<file path="src/core/dim_consts.vh">
`ifndef DIM_CONSTS_VH
`define DIM_CONSTS_VH
// register byte offsets
`define DIM_OFS_CTRL 8'h00
`define DIM_OFS_POL 8'h04
`define DIM_OFS_ASSIGN 8'h08
`define DIM_OFS_CMP1 8'h0c
`define DIM_OFS_CMP2 8'h10
`define DIM_OFS_OUTSEL 8'h14
`define DIM_OFS_COUNT 8'h18
`define DIM_OFS_FUNC 8'h1c
`define DIM_OFS_GSW 8'h20
`define DIM_OFS_IRQ_STAT 8'h24
`define DIM_OFS_IRQ_MASK 8'h28
// reset values
`define DIM_RST_CTRL 3'h0
`define DIM_RST_POL 6'h00
`define DIM_RST_ASSIGN 24'h000000
`define DIM_RST_CMP 16'h0000
`define DIM_RST_OUTSEL 15'h0000
`define DIM_RST_IRQ 4'h0
// terminal assignment fields, 3 bits each, 0 = unassigned
`define DIM_AS_PAUSE 0
`define DIM_AS_CNT_SRC 3
`define DIM_AS_CNT_RST 6
`define DIM_AS_REMOTE 9
`define DIM_AS_SPEED 12
`define DIM_AS_PSET 15
`define DIM_AS_FBUS 18
`define DIM_AS_MANUAL 21
// output selector fields, 5 bits each
`define DIM_OS_W 5
`define DIM_OS_CODE_CMP1 5'h14
`define DIM_OS_CODE_CMP2 5'h15
// start/stop logic mode with forward / reverse pair
`define DIM_SS_FWD_REV 3'h1
// general status word bit driven by the fieldbus remote input
`define DIM_GSW_FBUS_BIT 11
// interrupt status bits
`define DIM_IRQ_CMP1 0
`define DIM_IRQ_CMP2 1
`define DIM_IRQ_CNT_RST 2
`define DIM_IRQ_COUNT 3
`endif

</file>
<file path="src/core/dim_counter.v">
`timescale 1ns/1ps
`include "dim_consts.vh"
module dim_counter (
    input wire clk,
    input wire rstn,
    input wire inc,
    input wire clr,
    input wire [15:0] cmp1,
    input wire [15:0] cmp2,
    output reg [15:0] count,
    output reg hit1,
    output reg hit2,
    output wire hit1_pulse,
    output wire hit2_pulse
);
////////////////////////////////////////////////////////////////////////////////
wire [15:0] next_count;
assign next_count = count + 16'h0001;
// reaching a value means stepping onto it, so the reset value fires only on a wrap from ffff
assign hit1_pulse = inc & ~clr & (next_count == cmp1);
assign hit2_pulse = inc & ~clr & (next_count == cmp2);
always @(posedge clk or negedge rstn) begin
    if (!rstn) begin
        count <= `DIM_RST_CMP;
        hit1 <= 1'b0;
        hit2 <= 1'b0;
    end else if (clr) begin
        // reset held wins over counting
        count <= 16'h0000;
        hit1 <= 1'b0;
        hit2 <= 1'b0;
    end else if (inc) begin
        count <= next_count;
        hit1 <= hit1 | hit1_pulse;
        hit2 <= hit2 | hit2_pulse;
    end
end
endmodule // dim_counter

</file>
<file path="src/core/dim_polarity.v">
`timescale 1ns/1ps
module dim_polarity (
    input wire clk,
    input wire rstn,
    input wire [5:0] raw,
    input wire [5:0] pol,
    output reg [5:0] level,
    output wire [5:0] rise
);
////////////////////////////////////////////////////////////////////////////////
reg [5:0] prev;
genvar i;
generate
    for (i = 0; i < 6; i = i + 1) begin : g_in
        always @(posedge clk or negedge rstn) begin
            if (!rstn) begin
                level[i] <= 1'b0;
                prev[i] <= 1'b0;
            end else begin
                level[i] <= raw[i] ^ pol[i];
                prev[i] <= level[i];
            end
        end
        // one pulse per rising transition, not per cycle held
        assign rise[i] = level[i] & ~prev[i];
    end
endgenerate
endmodule // dim_polarity

</file>
<file path="src/core/dim_top.v">
`timescale 1ns/1ps
`include "dim_consts.vh"
// Function
// - pause input active holds sequence program between steps until released
// - event counter increments once per activation of selected counter source input
// - counter reset input clears counter and drops outputs coded 20 or 21
// - first 16-bit compare value, default 0, triggers outputs coded 20
// - second 16-bit compare value, default 0, triggers outputs coded 21
// - secondary remote input selects secondary control level, local/remote changeover
// - secondary speed reference input switches setpoint to second analog source
// - parameter set input active selects alternate parameter group values
// - fieldbus remote input copied into bit 11 of general status word
// - per-input polarity: 0 normally open, 1 normally closed inverts level
// - manual mode input leaves fieldbus control for manual level and source
// - selector 1: run only with input one, alone gives forward start
// - selector 1: inputs one and two together give reverse start
// - selector 1: input two without input one gives no start
module dim_top (
    input wire clk,
    input wire rstn,
    input wire [5:0] input_terminals_all,
    input wire psel,
    input wire penable,
    input wire pwrite,
    input wire [7:0] paddr,
    input wire [31:0] pwdata,
    output reg [31:0] prdata,
    output reg pready,
    output reg pslverr,
    output reg irq,
    output reg program_pause,
    output reg local_remote_changeover,
    output reg analog_setpoint_second,
    output reg alternate_parameter_set,
    output reg manual_mode,
    output reg fieldbus_control,
    output reg [15:0] general_status_word,
    output reg start_enable,
    output reg forward_rotation,
    output reg reverse_rotation,
    output reg [2:0] output_relay,
    output reg [15:0] counter_display_value
);
////////////////////////////////////////////////////////////////////////////////
// registers
reg [2:0] start_stop_logic_selector;
reg [5:0] input_polarity_setting;
reg [23:0] assign_map;
reg [15:0] counter_compare_one;
reg [15:0] counter_compare_two;
reg [14:0] output_function_selectors;
reg [3:0] irq_stat;
reg [3:0] irq_mask;

wire [5:0] level;
wire [5:0] rise;
wire [15:0] count;
wire hit1;
wire hit2;
wire hit1_pulse;
wire hit2_pulse;

////////////////////////////////////////////////////////////////////////////////
// terminal lookup: code 1..6 picks a terminal, anything else is inactive
function pick;
    input [2:0] code;
    input [5:0] lv;
    begin
        case (code)
            3'h1: pick = lv[0];
            3'h2: pick = lv[1];
            3'h3: pick = lv[2];
            3'h4: pick = lv[3];
            3'h5: pick = lv[4];
            3'h6: pick = lv[5];
            default: pick = 1'b0;
        endcase
    end
endfunction

wire f_pause = pick(assign_map[`DIM_AS_PAUSE +: 3], level);
wire f_cnt_inc = pick(assign_map[`DIM_AS_CNT_SRC +: 3], rise);
wire f_cnt_rst = pick(assign_map[`DIM_AS_CNT_RST +: 3], level);
wire f_cnt_rst_rise = pick(assign_map[`DIM_AS_CNT_RST +: 3], rise);
wire f_remote = pick(assign_map[`DIM_AS_REMOTE +: 3], level);
wire f_speed = pick(assign_map[`DIM_AS_SPEED +: 3], level);
wire f_pset = pick(assign_map[`DIM_AS_PSET +: 3], level);
wire f_fbus = pick(assign_map[`DIM_AS_FBUS +: 3], level);
wire f_manual = pick(assign_map[`DIM_AS_MANUAL +: 3], level);

wire input_terminal_one = level[0];
wire input_terminal_two = level[1];

////////////////////////////////////////////////////////////////////////////////
dim_polarity u_pol (
    .clk(clk),
    .rstn(rstn),
    .raw(input_terminals_all),
    .pol(input_polarity_setting),
    .level(level),
    .rise(rise)
);

dim_counter u_cnt (
    .clk(clk),
    .rstn(rstn),
    .inc(f_cnt_inc),
    .clr(f_cnt_rst),
    .cmp1(counter_compare_one),
    .cmp2(counter_compare_two),
    .count(count),
    .hit1(hit1),
    .hit2(hit2),
    .hit1_pulse(hit1_pulse),
    .hit2_pulse(hit2_pulse)
);

////////////////////////////////////////////////////////////////////////////////
// output relays: only codes 20/21 are owned here, others read low
reg [2:0] next_relay;
integer k;
always @* begin
    next_relay = 3'h0;
    for (k = 0; k < 3; k = k + 1) begin
        case (output_function_selectors[k*`DIM_OS_W +: `DIM_OS_W])
            `DIM_OS_CODE_CMP1: next_relay[k] = hit1;
            `DIM_OS_CODE_CMP2: next_relay[k] = hit2;
            default: next_relay[k] = 1'b0;
        endcase
    end
end

// start/stop logic, other selector values give no enable from this block
wire ss_mode = (start_stop_logic_selector == `DIM_SS_FWD_REV);
wire next_start = ss_mode & input_terminal_one;
wire next_fwd = ss_mode & input_terminal_one & ~input_terminal_two;
wire next_rev = ss_mode & input_terminal_one & input_terminal_two;

always @(posedge clk or negedge rstn) begin
    if (!rstn) begin
        program_pause <= 1'b0;
        local_remote_changeover <= 1'b0;
        analog_setpoint_second <= 1'b0;
        alternate_parameter_set <= 1'b0;
        manual_mode <= 1'b0;
        fieldbus_control <= 1'b1;
        general_status_word <= 16'h0000;
        start_enable <= 1'b0;
        forward_rotation <= 1'b0;
        reverse_rotation <= 1'b0;
        output_relay <= 3'h0;
        counter_display_value <= 16'h0000;
    end else begin
        // sequencer checks this only at step boundaries
        program_pause <= f_pause;
        local_remote_changeover <= f_remote;
        analog_setpoint_second <= f_speed;
        alternate_parameter_set <= f_pset;
        manual_mode <= f_manual;
        fieldbus_control <= ~f_manual;
        general_status_word <= 16'h0000;
        general_status_word[`DIM_GSW_FBUS_BIT] <= f_fbus;
        start_enable <= next_start;
        forward_rotation <= next_fwd;
        reverse_rotation <= next_rev;
        output_relay <= next_relay;
        counter_display_value <= count;
    end
end

////////////////////////////////////////////////////////////////////////////////
// apb slave, one wait state so read data comes from a flop
wire acc = psel & penable;
wire wr = acc & pwrite & pready;
wire [3:0] irq_set;
assign irq_set[`DIM_IRQ_CMP1] = hit1_pulse;
assign irq_set[`DIM_IRQ_CMP2] = hit2_pulse;
assign irq_set[`DIM_IRQ_CNT_RST] = f_cnt_rst_rise;
assign irq_set[`DIM_IRQ_COUNT] = f_cnt_inc & ~f_cnt_rst;

reg [31:0] next_rdata;
reg next_err;
always @* begin
    next_rdata = 32'h00000000;
    next_err = 1'b0;
    case (paddr)
        `DIM_OFS_CTRL: next_rdata[2:0] = start_stop_logic_selector;
        `DIM_OFS_POL: next_rdata[5:0] = input_polarity_setting;
        `DIM_OFS_ASSIGN: next_rdata[23:0] = assign_map;
        `DIM_OFS_CMP1: next_rdata[15:0] = counter_compare_one;
        `DIM_OFS_CMP2: next_rdata[15:0] = counter_compare_two;
        `DIM_OFS_OUTSEL: next_rdata[14:0] = output_function_selectors;
        `DIM_OFS_COUNT: next_rdata[15:0] = count;
        `DIM_OFS_FUNC: next_rdata = {10'h000, level, 6'h00, next_rev, next_fwd,
            next_start, fieldbus_control, f_manual, f_fbus, f_pset, f_speed,
            f_remote, f_pause};
        `DIM_OFS_GSW: next_rdata[15:0] = general_status_word;
        `DIM_OFS_IRQ_STAT: next_rdata[3:0] = irq_stat;
        `DIM_OFS_IRQ_MASK: next_rdata[3:0] = irq_mask;
        default: next_err = 1'b1;
    endcase
end

always @(posedge clk or negedge rstn) begin
    if (!rstn) begin
        pready <= 1'b0;
        pslverr <= 1'b0;
        prdata <= 32'h00000000;
    end else begin
        pready <= acc & ~pready;
        pslverr <= acc & ~pready & next_err;
        prdata <= (acc & ~pready & ~pwrite) ? next_rdata : 32'h00000000;
    end
end

always @(posedge clk or negedge rstn) begin
    if (!rstn) begin
        start_stop_logic_selector <= `DIM_RST_CTRL;
        input_polarity_setting <= `DIM_RST_POL;
        assign_map <= `DIM_RST_ASSIGN;
        counter_compare_one <= `DIM_RST_CMP;
        counter_compare_two <= `DIM_RST_CMP;
        output_function_selectors <= `DIM_RST_OUTSEL;
        irq_mask <= `DIM_RST_IRQ;
    end else if (wr) begin
        case (paddr)
            `DIM_OFS_CTRL: start_stop_logic_selector <= pwdata[2:0];
            `DIM_OFS_POL: input_polarity_setting <= pwdata[5:0];
            `DIM_OFS_ASSIGN: assign_map <= pwdata[23:0];
            `DIM_OFS_CMP1: counter_compare_one <= pwdata[15:0];
            `DIM_OFS_CMP2: counter_compare_two <= pwdata[15:0];
            `DIM_OFS_OUTSEL: output_function_selectors <= pwdata[14:0];
            `DIM_OFS_IRQ_MASK: irq_mask <= pwdata[3:0];
            default: ;
        endcase
    end
end

// sticky status, a new event beats a write-one clear in the same cycle
wire [3:0] irq_clr = (wr && paddr == `DIM_OFS_IRQ_STAT) ? pwdata[3:0] : 4'h0;
always @(posedge clk or negedge rstn) begin
    if (!rstn) begin
        irq_stat <= `DIM_RST_IRQ;
        irq <= 1'b0;
    end else begin
        irq_stat <= (irq_stat & ~irq_clr) | irq_set;
        irq <= |(((irq_stat & ~irq_clr) | irq_set) & irq_mask);
    end
end
endmodule // dim_top
</file>
<file path="config.mk">
export PLATFORM = sky130hd
export DESIGN_NAME = dim_top
export DESIGN_NICKNAME = d
export VERILOG_FILES = /design/src/core/dim_counter.v /design/src/core/dim_polarity.v /design/src/core/dim_top.v
export VERILOG_INCLUDE_DIRS = /design/src /design/src/core
export SDC_FILE = /design/constraint.sdc
export NUM_CORES = 1
export LEC_CHECK = 0
export BUFFER_PORTS_ARGS = -buffer_cell sky130_fd_sc_hd__buf_2
export CORE_MARGIN = 2
export CORE_UTILIZATION = 49
export CTS_CLUSTER_DIAMETER = 80
export DETAILED_ROUTE_END_ITERATION = 8
export PLACE_DENSITY = 0.75
export SYNTH_ARGS = -nofsm -noshare
export SYNTH_HDL_FRONTEND = slang
export SYNTH_HIERARCHICAL = 1
export SYNTH_SLANG_ARGS = --single-unit
</file>
<file path="constraint.sdc">
create_clock -name clk -period 3.6 [get_ports clk]
set_input_delay 0.36 -clock clk [delete_from_list [all_inputs] [get_ports clk]]
set_output_delay 0.36 -clock clk [all_outputs]
set_load 0.03 [all_outputs]
</file>
Word-level counts from Yosys, hierarchy flattened
Index checks and enable logic that the tools add are counted.
Storage, ports and cells
  register bits after elaboration: 174
Cells by class
  $add $sub $neg: 1
  equal/unequal tests: 67
  mux-type cells: 27
  bitwise logic cells: 41
  reduce and logical (&&, ||, !) cells: 12
Operator list (count)
  $eq A3 B3 Y1 const B: 24
  $pmux W9 S7: 1
  $pmux W1 S6: 9
  $eq A3 B2 Y1 const B: 16
  $eq A16 B16 Y1: 2
  $eq A8 B5 Y1 const B: 4
  $mux W16: 2
  $eq A5 B5 Y1 const B: 6
  $pmux W3 S10: 1
  $eq A3 B1 Y1 const B: 9
  $eq A8 B6 Y1 const B: 3
  $mux W24: 1
  $and A1 B1 Y1: 18
  $add A16 B1 Y16 const B: 1
  $eq A8 B4 Y1 const B: 2
  $pmux W8 S2: 1
  $pmux W2 S7: 1
  $reduce_and A2 Y1: 7
  $not A1 Y1: 11
  $reduce_or A11 Y1: 1
  $pmux W1 S9: 1
  $and A4 B4 Y4: 2
  $eq A8 B3 Y1 const B: 1
  $logic_not A8 Y1: 1
  other kinds (11): 23

Longest topological paths before layout
Gate-level depths: netlist of the first run.
  word-level depth: 10
  depth in mapped cells: 15

By module
The synthesis of the first run kept the hierarchy.
By module, submodules not included
  dim_top: instances 1, cells an instance 513, area an instance 6750.2 sq um, sequential area each 3604.7 sq um
  dim_counter: instances 1, cells an instance 246, area an instance 1939.4 sq um, sequential area each 450.4 sq um
  dim_polarity: instances 1, cells an instance 24, area an instance 390.4 sq um, sequential area each 300.3 sq um

Least setup slack after synthesis of the first run
No wires, ideal clock.
  kind: register to register
  from: register u_pol.level[1]
  to: register irq
  library setup time: 0.066 ns
  arrival: 3.178 ns
  required time: 3.534 ns
  path slack: 0.356 ns
  stages on the path, launching flop included: 16
  path buffers: 2
  path through: dfrtp_1 clkbuf_1 mux2i_1 mux4_2 inv_1 clkbuf_1 nand2b_1 a2111oi_2 o21ai_1 or4_1 a2111o_1 nor3_1 nor2b_1 a41oi_1 a22o_1 a221o_1
On the way
  longest elaborated chain between the ends: 7
  elaborated cells between the ends (all ways): 11
  those cells by class: 3 x mux; 7 x bitwise; 1 x reduce/logical
Ends and longest elaborated chain
  start, declared: RTL line dim_polarity.v:7  | output reg [5:0] level,
  start signal, assigned by index: RTL line dim_polarity.v:20  | level[i] <= raw[i] ^ pol[i];
  $pmux W1 S6: RTL line dim_top.v:69  | case (code)
  named net f_cnt_rst: RTL line dim_top.v:83  | wire f_cnt_rst = pick(assign_map[`DIM_AS_CNT_RST +: 3], level);
  $not A1 Y1: RTL line dim_counter.v:20  | assign hit1_pulse = inc & ~clr & (next_count == cmp1);
  $and A1 B1 Y1 (2 in a row): RTL line dim_counter.v:20
  named net hit1_pulse: RTL line dim_top.v:60  | wire hit1_pulse;
  $or A4 B4 Y4: RTL line dim_top.v:247  | irq <= |(((irq_stat & ~irq_clr) | irq_set) & irq_mask);
  $and A4 B4 Y4: RTL line dim_top.v:247
  $reduce_or A4 Y1: RTL line dim_top.v:247
  end signal, assigned: RTL line dim_top.v:247
  end, declared: RTL line dim_top.v:30  | output reg irq,
The timed path passes the listed nets, and every way through them passes these cells.
A chain may end at the register's enable or synchronous reset.

Final worst setup path of the first run
  from: register u_pol.level[4]
  to: register irq
On the way
  longest elaborated chain between the ends: 7
  elaborated cells between the ends (all ways): 11
  those cells by class: 3 x mux; 7 x bitwise; 1 x reduce/logical
Ends and longest elaborated chain
  $and A1 B1 Y1: RTL line dim_polarity.v:25  | assign rise[i] = level[i] & ~prev[i];
  named net rise[4]: RTL line dim_top.v:56  | wire [5:0] rise;
  $pmux W1 S6: RTL line dim_top.v:69
  named net f_cnt_inc: RTL line dim_top.v:82  | wire f_cnt_inc = pick(assign_map[`DIM_AS_CNT_SRC +: 3], rise);
  $and A1 B1 Y1 (2 in a row): RTL line dim_counter.v:20
  named net hit1_pulse: RTL line dim_top.v:60
  $or A4 B4 Y4: RTL line dim_top.v:247
  $and A4 B4 Y4: RTL line dim_top.v:247
  $reduce_or A4 Y1: RTL line dim_top.v:247
The timed path passes the listed nets, and every way through them passes these cells.

==> out/results.ini, run 1 <==
[timing]
finalSetupTns_ps=0
rsz0062_at_grt=false
max_slew_margin_pct=35.2
setup_viol=0
slew_violations=0
whs_ps=16.2
timing.final.crit_share_pct=93.5
period_needed_ps=3370
finClkSkew_ps=18.8
hold_viol=0
clock.fmax_mhz=297
tightest_slew_ps=968

[clock_tree]
numClockSinks=174
clock-root-buffer=clkbuf_16
cts_tree=done
clk_latency_ps=440
cts-htree-levels=4
cts_max_path_buffers=2
cts_hold_buf=0
numCtsBuffers=17
clkTransAtPathRegs_ps=70

[synth]
yosysMostFrequentCell=dfrtp_1
ys_seq_area_share_pct=48.0
async_flop_share_pct=100
yosysTopAreaCell=dfrtp_1
ys_warn_count=6
ys.flop_type=dfrtp_1
synth_area_um2=9080
synth_edf_count=0
syn_area_per_cell_um2=11.6
synth_cells=783
ys_top_cells_by_count=173 x dfrtp_1, 82 x mux2_2, 46 x nor2_1
ys_types=81
synthTopCellsByArea=dfrtp_1 48%, mux2_2 10%, xor2_1 3.3%, mux2i_1 2.5%, xnor2_1 2.4%
yosysTopAreaCellShare_pct=47.7
ys_ff_latch=174

[power]
sw_frac_of_total_pct=25.1
ir_drop_v=0.000324
power_switching_mw=1.01
p_clk_share_pct=44.8
seqPwrFrac_pct=49.3
power_density_nw_per_um2=385
p_comb_share_pct=5.9
internal-power_mw=3.02
leakagePower_nw=5.03

[placement]
dp_hpwl_mm=17.8
io_buffers=98
gp_congestion=0.959

[grt]
grt_max_degree=97
grt_pass1_wl_mm=39.2
antenna_found_initial=1
grt_pass1_vias=6756
globalRouteOverflowTotal=0
track_usage_pct=26.0

[worst_setup_path]
start_kind=register
critPathArrivalTime_ps=3750
r2r_end=irq
worstPathMaxFanout=6
ff2ff_path_depth=14
path_class=register to register
reg2reg_from=u_pol/level[4]
required_ps=3980
worstSetupEndpointType=register
r2r_slack_ps=230

[status]
violations=DRC
status=complete, but fails checks

[floorplanning]
dieWidth_um=140
initial_core_util_pct=50.2
num_rows=49
die_height_um=140
die_area_um2=19600
ios=130
core_area_um2=18100

[detailed_routing]
drc=7
drtAntennaViolNets=0
dr.pass1.iters=8
routedWlPerCell_um=21.9
vias=6994
drt_first_iter_violations=806
via_per_inst=6.15
wirelength_mm=24.9

[final_layout]
n_antenna_cell=0
drive_gt1_share_pct=33.0
syn_to_final_growth_pct=15.3
regArea_um2=4360
nFillCells=1487
multi_input_area_um2=4390
final_nets=947

[job]
max_cap_violations=0

[hold_path]
hold_path_class=input port to asynchronous set/reset pin

-- metal layers --
metal	track usage [%]	part of all wire (%)	up-vias
met5	0	0	-
met4	9.62	3.0	0
met3	5.47	7.3	56
met2	39.6	46	348
met1	36.9	44	3526
li1	-	-	3064
-- metrics by stage --
step	area (um^2)	worst slack [ps]	cells	power (mW)	util (%)
2_1_floorplan	9160	356	805	2.15	-
3_3_place_gp	9860	220	1103	2.25	54.5
3_5_place_dp	9860	77.3	1103	2.25	54.5
4_1_cts	10400	52.4	1135	4.03	57.6
5_1_grt	10500	35.8	1137	4.14	57.9
6_report	10500	234	1137	4.03	57.9
-- power by group through the flow --
stage	Clock, mW	Sequential [mW]	Combinational, mW
2_1_floorplan	0	2.02	0.122
3_3_place_gp	0	2.02	0.232
3_5_place_dp	0	2.02	0.233
4_1_cts	1.81	1.98	0.234
5_1_grt	1.90	1.99	0.257
6_report	1.81	1.98	0.237
-- worst max-delay path, cell delays in order (launching register included) --
cell and delay (ps):
dfrtp_2 450, nor2b_2 220, nor2b_1 150, mux4_2 270, nand2b_1 130, a2111oi_4 310, o21ai_1 90, or4_1 470
a2111o_1 340, nor3_1 200, buf_4 160, nor2b_1 50, a41oi_2 220, a22o_1 150, a221o_1 100
-- state kept, by name, indices dropped and copies added, names as in the netlist, 3 cells and up --
name / count
counter_compare_two: 16
irq_stat: 4
u_cnt/count: 16
input_polarity_setting: 6
counter_display_value: 16
start_stop_logic_selector: 3
assign_map: 24
counter_compare_one: 16
prdata: 24
irq_mask: 4
u_pol/level: 6
u_pol/prev: 6
output_function_selectors: 15
output_relay: 3
-- logic make-up (layout without fill, tap and decap cells) --
logic type | after synthesis | after routing | share of synthesized area, %
xor+xnor | 59 | 59 | 5.69
fa+ha+maj | 1 | 1 | 0.138
compound gates | 123 | 123 | 10.8
simple gates | 220 | 220 | 14.1
buf+inv | 81 | 184 | 4.93
flops | 174 | 174 | 48.0
other cells | 1 | 23 | 0.0413
mux | 124 | 124 | 16.3
-- placed cells by master (no fill, tap or decap), types with 9 or more instances in the layout --
master / count
nor3_1: 14
a21oi_1: 12
mux2i_1: 23
nand2b_1: 10
nand3_1: 20
a22oi_1: 15
nor4_1: 9
o21ai_0: 11
dfrtp_1: 169
nor2b_1: 18
a222oi_1: 10
inv_1: 10
mux2_4: 10
xnor2_1: 25
nor2_1: 46
buf_2: 97
clkbuf_16: 17
and3_1: 12
xor2_1: 34
conb_1: 23
mux2_2: 82
buf_4: 44
nand4_1: 14
nand2_1: 25
-- worst max-delay path by stage --
stage / from / to / cells after the start
2_1_floorplan: u_pol/level[1] / irq / 15
3_3_place_gp: assign_map[8] / irq / 14
3_5_place_dp: assign_map[8] / irq / 14
4_1_cts: assign_map[8] / irq / 14
5_1_grt: assign_map[8] / irq / 14
6_report: u_pol/level[4] / irq / 14
-- repair_timing --
action / 4_1_cts / 5_1_grt
setup endpoints to repair: 0 / 1
resized for setup: 0 / 7
buffers inserted: 0 / 2
-- cell type report --
class                           count  share of cell area [%]
Clock inverter                     14                    1.24
Multi-Input combinational cell    550                    41.9
Timing Repair Buffer              142                    7.90
Clock buffer                       18                    4.20
Inverter                           10                   0.359
Tap cell                          229                    2.74
Sequential cell                   174                    41.7
No activity file was read; power rests on OpenSTA's default activity.
==> run 2, diff against run 1 <==
Settings changed: CTS_CLUSTER_SIZE set to 14, GPL_TIMING_DRIVEN set to 1, RECOVER_POWER set to 25.
==> run 2 against run 1 <==
  * The flow finishes with violations (DRC, capacitance limit, slew limit)
  * Cell area fell by 0.48%
  * Largest cell class unchanged
  * Largest power group unchanged
  * Core utilization down 0.28 points
  * Worst hold slack gained 78 ps
  * First-iteration DRC count increased by 14%
  * Sequential cell count unchanged
  * Die area stayed put
  * Clock power about the same
  * Sequential power about the same
  * Cell count did not move
  * Global-route usage did not move
  * Power about the same
==> out/results.ini, run 2 (same netlist as run 1, synthesis figures left out) <==
[placement]
dp_cells=1103
place_area_um2=9860
io_buffers=98
gp_congestion=0.959
dp_hpwl_mm=17.8

[final_layout]
n_antenna_cell=0
syn_to_final_growth_pct=14.7
largestRegisters=assign_map x24, prdata x24
final_nets=947
mostFrequentLayoutCells=171 x dfrtp_1, 97 x buf_2, 82 x mux2_2
final_util_pct=57.6
post-route-cell-area_um2=10400
drive_gt1_share_pct=31.6
final_common_cell=dfrtp_1
fin_cells=1137

[floorplanning]
num_rows=49
dieWidth_um=140
initial_core_util_pct=50.2
die_area_um2=19600
core_area_um2=18100
ios=130
die_height_um=140

[detailed_routing]
vias=7031
drtAntennaViolNets=0
dr.pass1.iters=9
routedWlPerCell_um=22.0
drc=5
drt_first_iter_violations=921
wirelength_mm=25.1
via_per_inst=6.18

[clock_tree]
numClockSinks=174
clock-root-buffer=clkbuf_16
numCtsBuffers=17
clk_latency_ps=440
cts_max_path_buffers=2
cts_tree=done
cts_hold_buf=0
clkTransAtPathRegs_ps=70
cts-htree-levels=4

[worst_setup_path]
start_kind=register
path_class=register to register
worstSetupEndpointType=register
critPathArrivalTime_ps=3750
worstPathMaxFanout=6
required_ps=3980
r2r_slack_ps=230

[grt]
grt_pass1_wl_mm=39.2
grt_pass1_vias=6756
track_usage_pct=26.0
globalRouteOverflowTotal=0
grt_max_degree=97
antenna_found_initial=1

[hold_path]
hold_path_class=input port to register

[power]
ir_drop_v=0.000323
power_density_nw_per_um2=386
leakagePower_nw=4.98

[timing]
finalSetupTns_ps=0
tightest_slew_ps=2410
setup_viol=0
whs_ps=94.7
max_slew_margin_pct=-60.9
period_needed_ps=3370
finClkSkew_ps=17.4
slew_violations=97
clock.fmax_mhz=297
hold_viol=0
timing.final.crit_share_pct=93.7

[job]
max_cap_violations=1

[status]
violations=DRC, capacitance limit, slew limit
status=complete, but fails checks

## run 2: cell count changes in the layout (fill, tap and decap cells not counted), sizes merged
cell,previous run,this run
buf,142,130
clkbuf,18,30
## run 2: area by class of cell
cell class / instances / area, um^2
multi-input cells: 550 / 4390
well taps: 229 / 287
clock buffers: 18 / 439
flip-flops and latches: 174 / 4360
repair buffers: 142 / 779
inverters: 10 / 37.5
fillers: 1503 / 7670
clock inverters: 14 / 130
## run 2: timing repair
action / 4_1_cts / 5_1_grt
setup buffers: 0 / 2
setup endpoints to repair: 0 / 1
resized for setup: 0 / 7
## run 2: final timing paths
kind | startpoint | endpoint | depth (start not counted)
hold reg to reg | output_function_selectors[3] | output_relay[0] | 1
hold / removal | input_terminals_all[4] | u_pol/level[4] | 2
setup reg to reg | u_pol/level[3] | irq | 14
max in group asynchronous | rstn | assign_map[8] | 2
min in group asynchronous | rstn | counter_display_value[3] | 1
setup / recovery | u_pol/level[3] | irq | 14
## run 2: routing by layer
layer / vias up / wire (um) / track usage (%)
li1: 3059 / - / -
met1: 3535 / 10800 / 36.9
met2: 390 / 11600 / 39.6
met3: 47 / 2040 / 5.47
met4: 0 / 649 / 9.62
met5: - / 0 / 0
## run 2: stage by stage
stage | total power [mW] | worst slack (ps)
floorplan | 2.15 | 356
global placement | 2.25 | 220
detailed placement | 2.25 | 77.3
CTS | 4.03 | 52.4
global route | 4.14 | -4.28
finish | 4.02 | 228
## run 2: critical path: stages (launching register included)
cell and delay [ps]:
dfrtp_1 470, nor2b_1 210, mux2_2 160, mux4_2 250, nand2b_1 130, a2111oi_4 300, o21ai_1 90, or4_1 470
a2111o_1 340, nor3_1 200, buf_4 160, nor2b_1 50, a41oi_2 210, a22o_1 150, a221o_1 100
## run 2: power by group
group / total (mW) / internal, mW / switching [mW]
logic: 0.235 / 0.0637 / 0.172
clock network: 1.80 / 0.981 / 0.822
registers: 1.98 / 1.97 / 0.0141
total: 4.02 / 3.02 / 1.01
==> run 3, diff against run 2 <==
Settings changed: SYNTH_HIERARCHICAL 1 to not set.
==> run 3 against run 2 <==
  * The run ends with capacitance limit, slew limit left
  * Clock power about the same
  * Fmax increased by 7.6%
  * Combinational power decreased by 20%
  * Area after synthesis decreased by 5.2%
  * Die area decreased by 5.1%
  * Worst setup slack improved by 240 ps
  * First-iteration DRC count decreased by 42%
  * Global-route usage increased by 0.20 points
  * Worst hold slack got worse by 2.5 ps
  * Register-to-register slack improved by 240 ps
  * Critical path depth decreased by 6
  * Via count decreased by 7.2%
  * Largest cell class is now registers
  * Largest power group unchanged
  * Highest routed layer unchanged
==> out/results.ini, run 3 <==
[synth]
ys_seq_area_share_pct=50.6
syn_area_per_cell_um2=11.0
yosysTopAreaCell=dfrtp_1
synth_top_family_by_area=multiplexers
ys_warn_count=0
yosys.area_share.simple_pct=13.0
ys_top_cells_by_count=173 x dfrtp_1, 87 x mux2_2, 67 x nand2_1
synth_xor_area_share_pct=6.27
synth-compound-area-share_pct=11.5
yosysTopAreaCellShare_pct=50.3
synth_cells=779
async_flop_share_pct=100
synth_edf_count=0
synth_area_um2=8610
ys_ff_latch=174
synthTopCellsByArea=dfrtp_1 50%, mux2_2 11%, xnor2_1 4.0%, nand2_1 2.9%, nor2_1 2.6%
yosysMostFrequentCell=dfrtp_1
ys_types=66
ys.flop_type=dfrtp_1
muxShareOfSynthArea_pct=13.4
synth_fa_ha_area_share_pct=0.145

[placement]
dp_cells=1070
dp_hpwl_mm=16.7
post-place-ws_ps=585
io_buffers=98
gp_congestion=0.960

[timing]
setup_viol=0
tightest_slew_ps=2500
timing.final.crit_share_pct=87.0
slew_violations=98
fin_ws_ps=467
max_slew_margin_pct=-66.4
rsz0062_at_grt=false
hold_viol=0
finClkSkew_ps=8.18
period_needed_ps=3130
clock.fmax_mhz=319
finalSetupTns_ps=0

[detailed_routing]
vias=6525
wirelength_mm=23.3
routedWlPerCell_um=21.1
drtAntennaViolNets=0
drt_first_iter_violations=537
drc=0
via_per_inst=5.92
dr.pass1.iters=5

[clock_tree]
clkTransAtPathRegs_ps=70
cts_max_path_buffers=2
cts-resized-gates=0
clock-root-buffer=clkbuf_16
numClockSinks=174
numCtsBuffers=17
cts_tree=done
cts_setup_buffers=0
cts_hold_buf=0
clk_latency_ps=440
cts-htree-levels=4

[grt]
grt_pass1_wl_mm=36.3
track_usage_pct=26.2
globalRouteOverflowTotal=0
antenna_found_initial=0
grt_pass1_vias=6530
grt_max_degree=99

[worst_setup_path]
required_ps=3970
start_kind=register
critPathArrivalTime_ps=3510
cp_slowest_cell=nor4_1
worstSetupEndpointType=register
slowest_delay_ps=590
path_class=register to register
crit_chain=clkbuf_1, nand3_1, nor3_2, nor3b_1, a2111oi_2, nand4_1, nor4_1, a221o_1
worstPathMaxFanout=9

[final_layout]
nFillCells=1468
fin_cells=1102
syn_to_final_growth_pct=13.7
mostFrequentLayoutCells=173 x dfrtp_1, 97 x buf_2, 87 x mux2_2
n_antenna_cell=0
largestRegisters=assign_map x24, prdata x24
final_common_cell=dfrtp_1
final_nets=916
drive_gt1_share_pct=27.7

[power]
sw_frac_of_total_pct=24.3
ir_drop_v=0.000336
power_switching_mw=0.965
seqPwrFrac_pct=50.1
internal-power_mw=3.00
p_comb_share_pct=4.7
p_clk_share_pct=45.2
power_density_nw_per_um2=405
leakagePower_nw=4.62

[status]
status=complete, but fails checks
violations=capacitance limit, slew limit

[floorplanning]
die_height_um=137
dieWidth_um=137
core_area_um2=17200
die_area_um2=18600
num_rows=48
ios=130
initial_core_util_pct=49.9

[hold_path]
hold_path_class=input port to register

[job]
max_cap_violations=1

-- run 3: changes by cell type in the layout (fill, tap and decap cells not counted), moves of 14 or more --
cell and delta:
nand2_1 +42, buf_4 -19, nor2b_1 -15, nor2_1 +14, xnor2_1 +14, xor2_1 -14
-- run 3: metrics by stage --
step                power (mW)  utilization, %  hold WS (ps)  area (um^2)
floorplan                 2.12               -          64.4         8690
global placement          2.21            53.5           460         9220
detailed placement        2.21            53.5           458         9220
CTS                       3.99            56.8          57.6         9800
global route              4.09            56.8          84.1         9780
finish                    3.97            56.8          92.2         9780
-- run 3: layout make-up --
cell class	count	area (um^2)	area share, %
inverters	13	48.8	0.499
flip-flops and latches	174	4360	44.5
clock inverters	13	131	1.34
well taps	225	282	2.88
multi-input cells	543	3900	39.9
repair buffers	115	623	6.37
clock buffers	19	443	4.53
-- run 3: final timing paths --
| kind | startpoint | end | slack (ps) | cells past startpoint |
|---|---|---|---|---|
| worst min register to register | u_pol.level[1] | u_pol.prev[1] | 480 | 0 |
| worst max-delay path | u_cnt.count[0] | irq | 470 | 8 |
| max in group asynchronous | rstn | prdata[6] | 1460 | 1 |
| worst max register to register | u_cnt.count[0] | irq | 470 | 8 |
| min in group asynchronous | rstn | counter_display_value[2] | 710 | 1 |
| worst min-delay path | input_terminals_all[0] | u_pol.level[0] | 90 | 2 |
-- run 3: worst max-delay path, delay by kind of cell, from the launching register on --
kind / cells / cell delay [ps]
DFF: 1 / 350
AOI/OAI and AO/OA: 2 / 590
buffers and inverters: 1 / 440
and+or+nand+nor: 5 / 1690
-- run 3: cells by family (layout without fill, tap and decap cells) --
family,Yosys count,count (layout)
AOI/OAI and AO/OA,136,136
xor gates and xnor gates,60,60
adders and majority gates,1,1
buffers and inverters,84,160
DFF,174,174
muxes,104,104
other,1,23
and+or+nand+nor,219,219
-- run 3: layer usage --
metal | vias up | global-route usage (%) | part of all wire (%)
met4 | 0 | 10.9 | 2.3
met3 | 41 | 7.11 | 8.2
met2 | 269 | 41.0 | 48
met1 | 3288 | 34.4 | 41
met5 | - | 0 | 0
li1 | 2927 | - | -
-- run 3: power groups by stage --
stage / Sequential [mW] / Clock, mW / Combinational (mW)
final: 1.99 / 1.79 / 0.187
after global routing: 1.99 / 1.90 / 0.205
after CTS: 1.99 / 1.81 / 0.189
after detailed placement: 2.03 / 0 / 0.188
after global placement: 2.03 / 0 / 0.184
after floorplan: 2.02 / 0 / 0.106
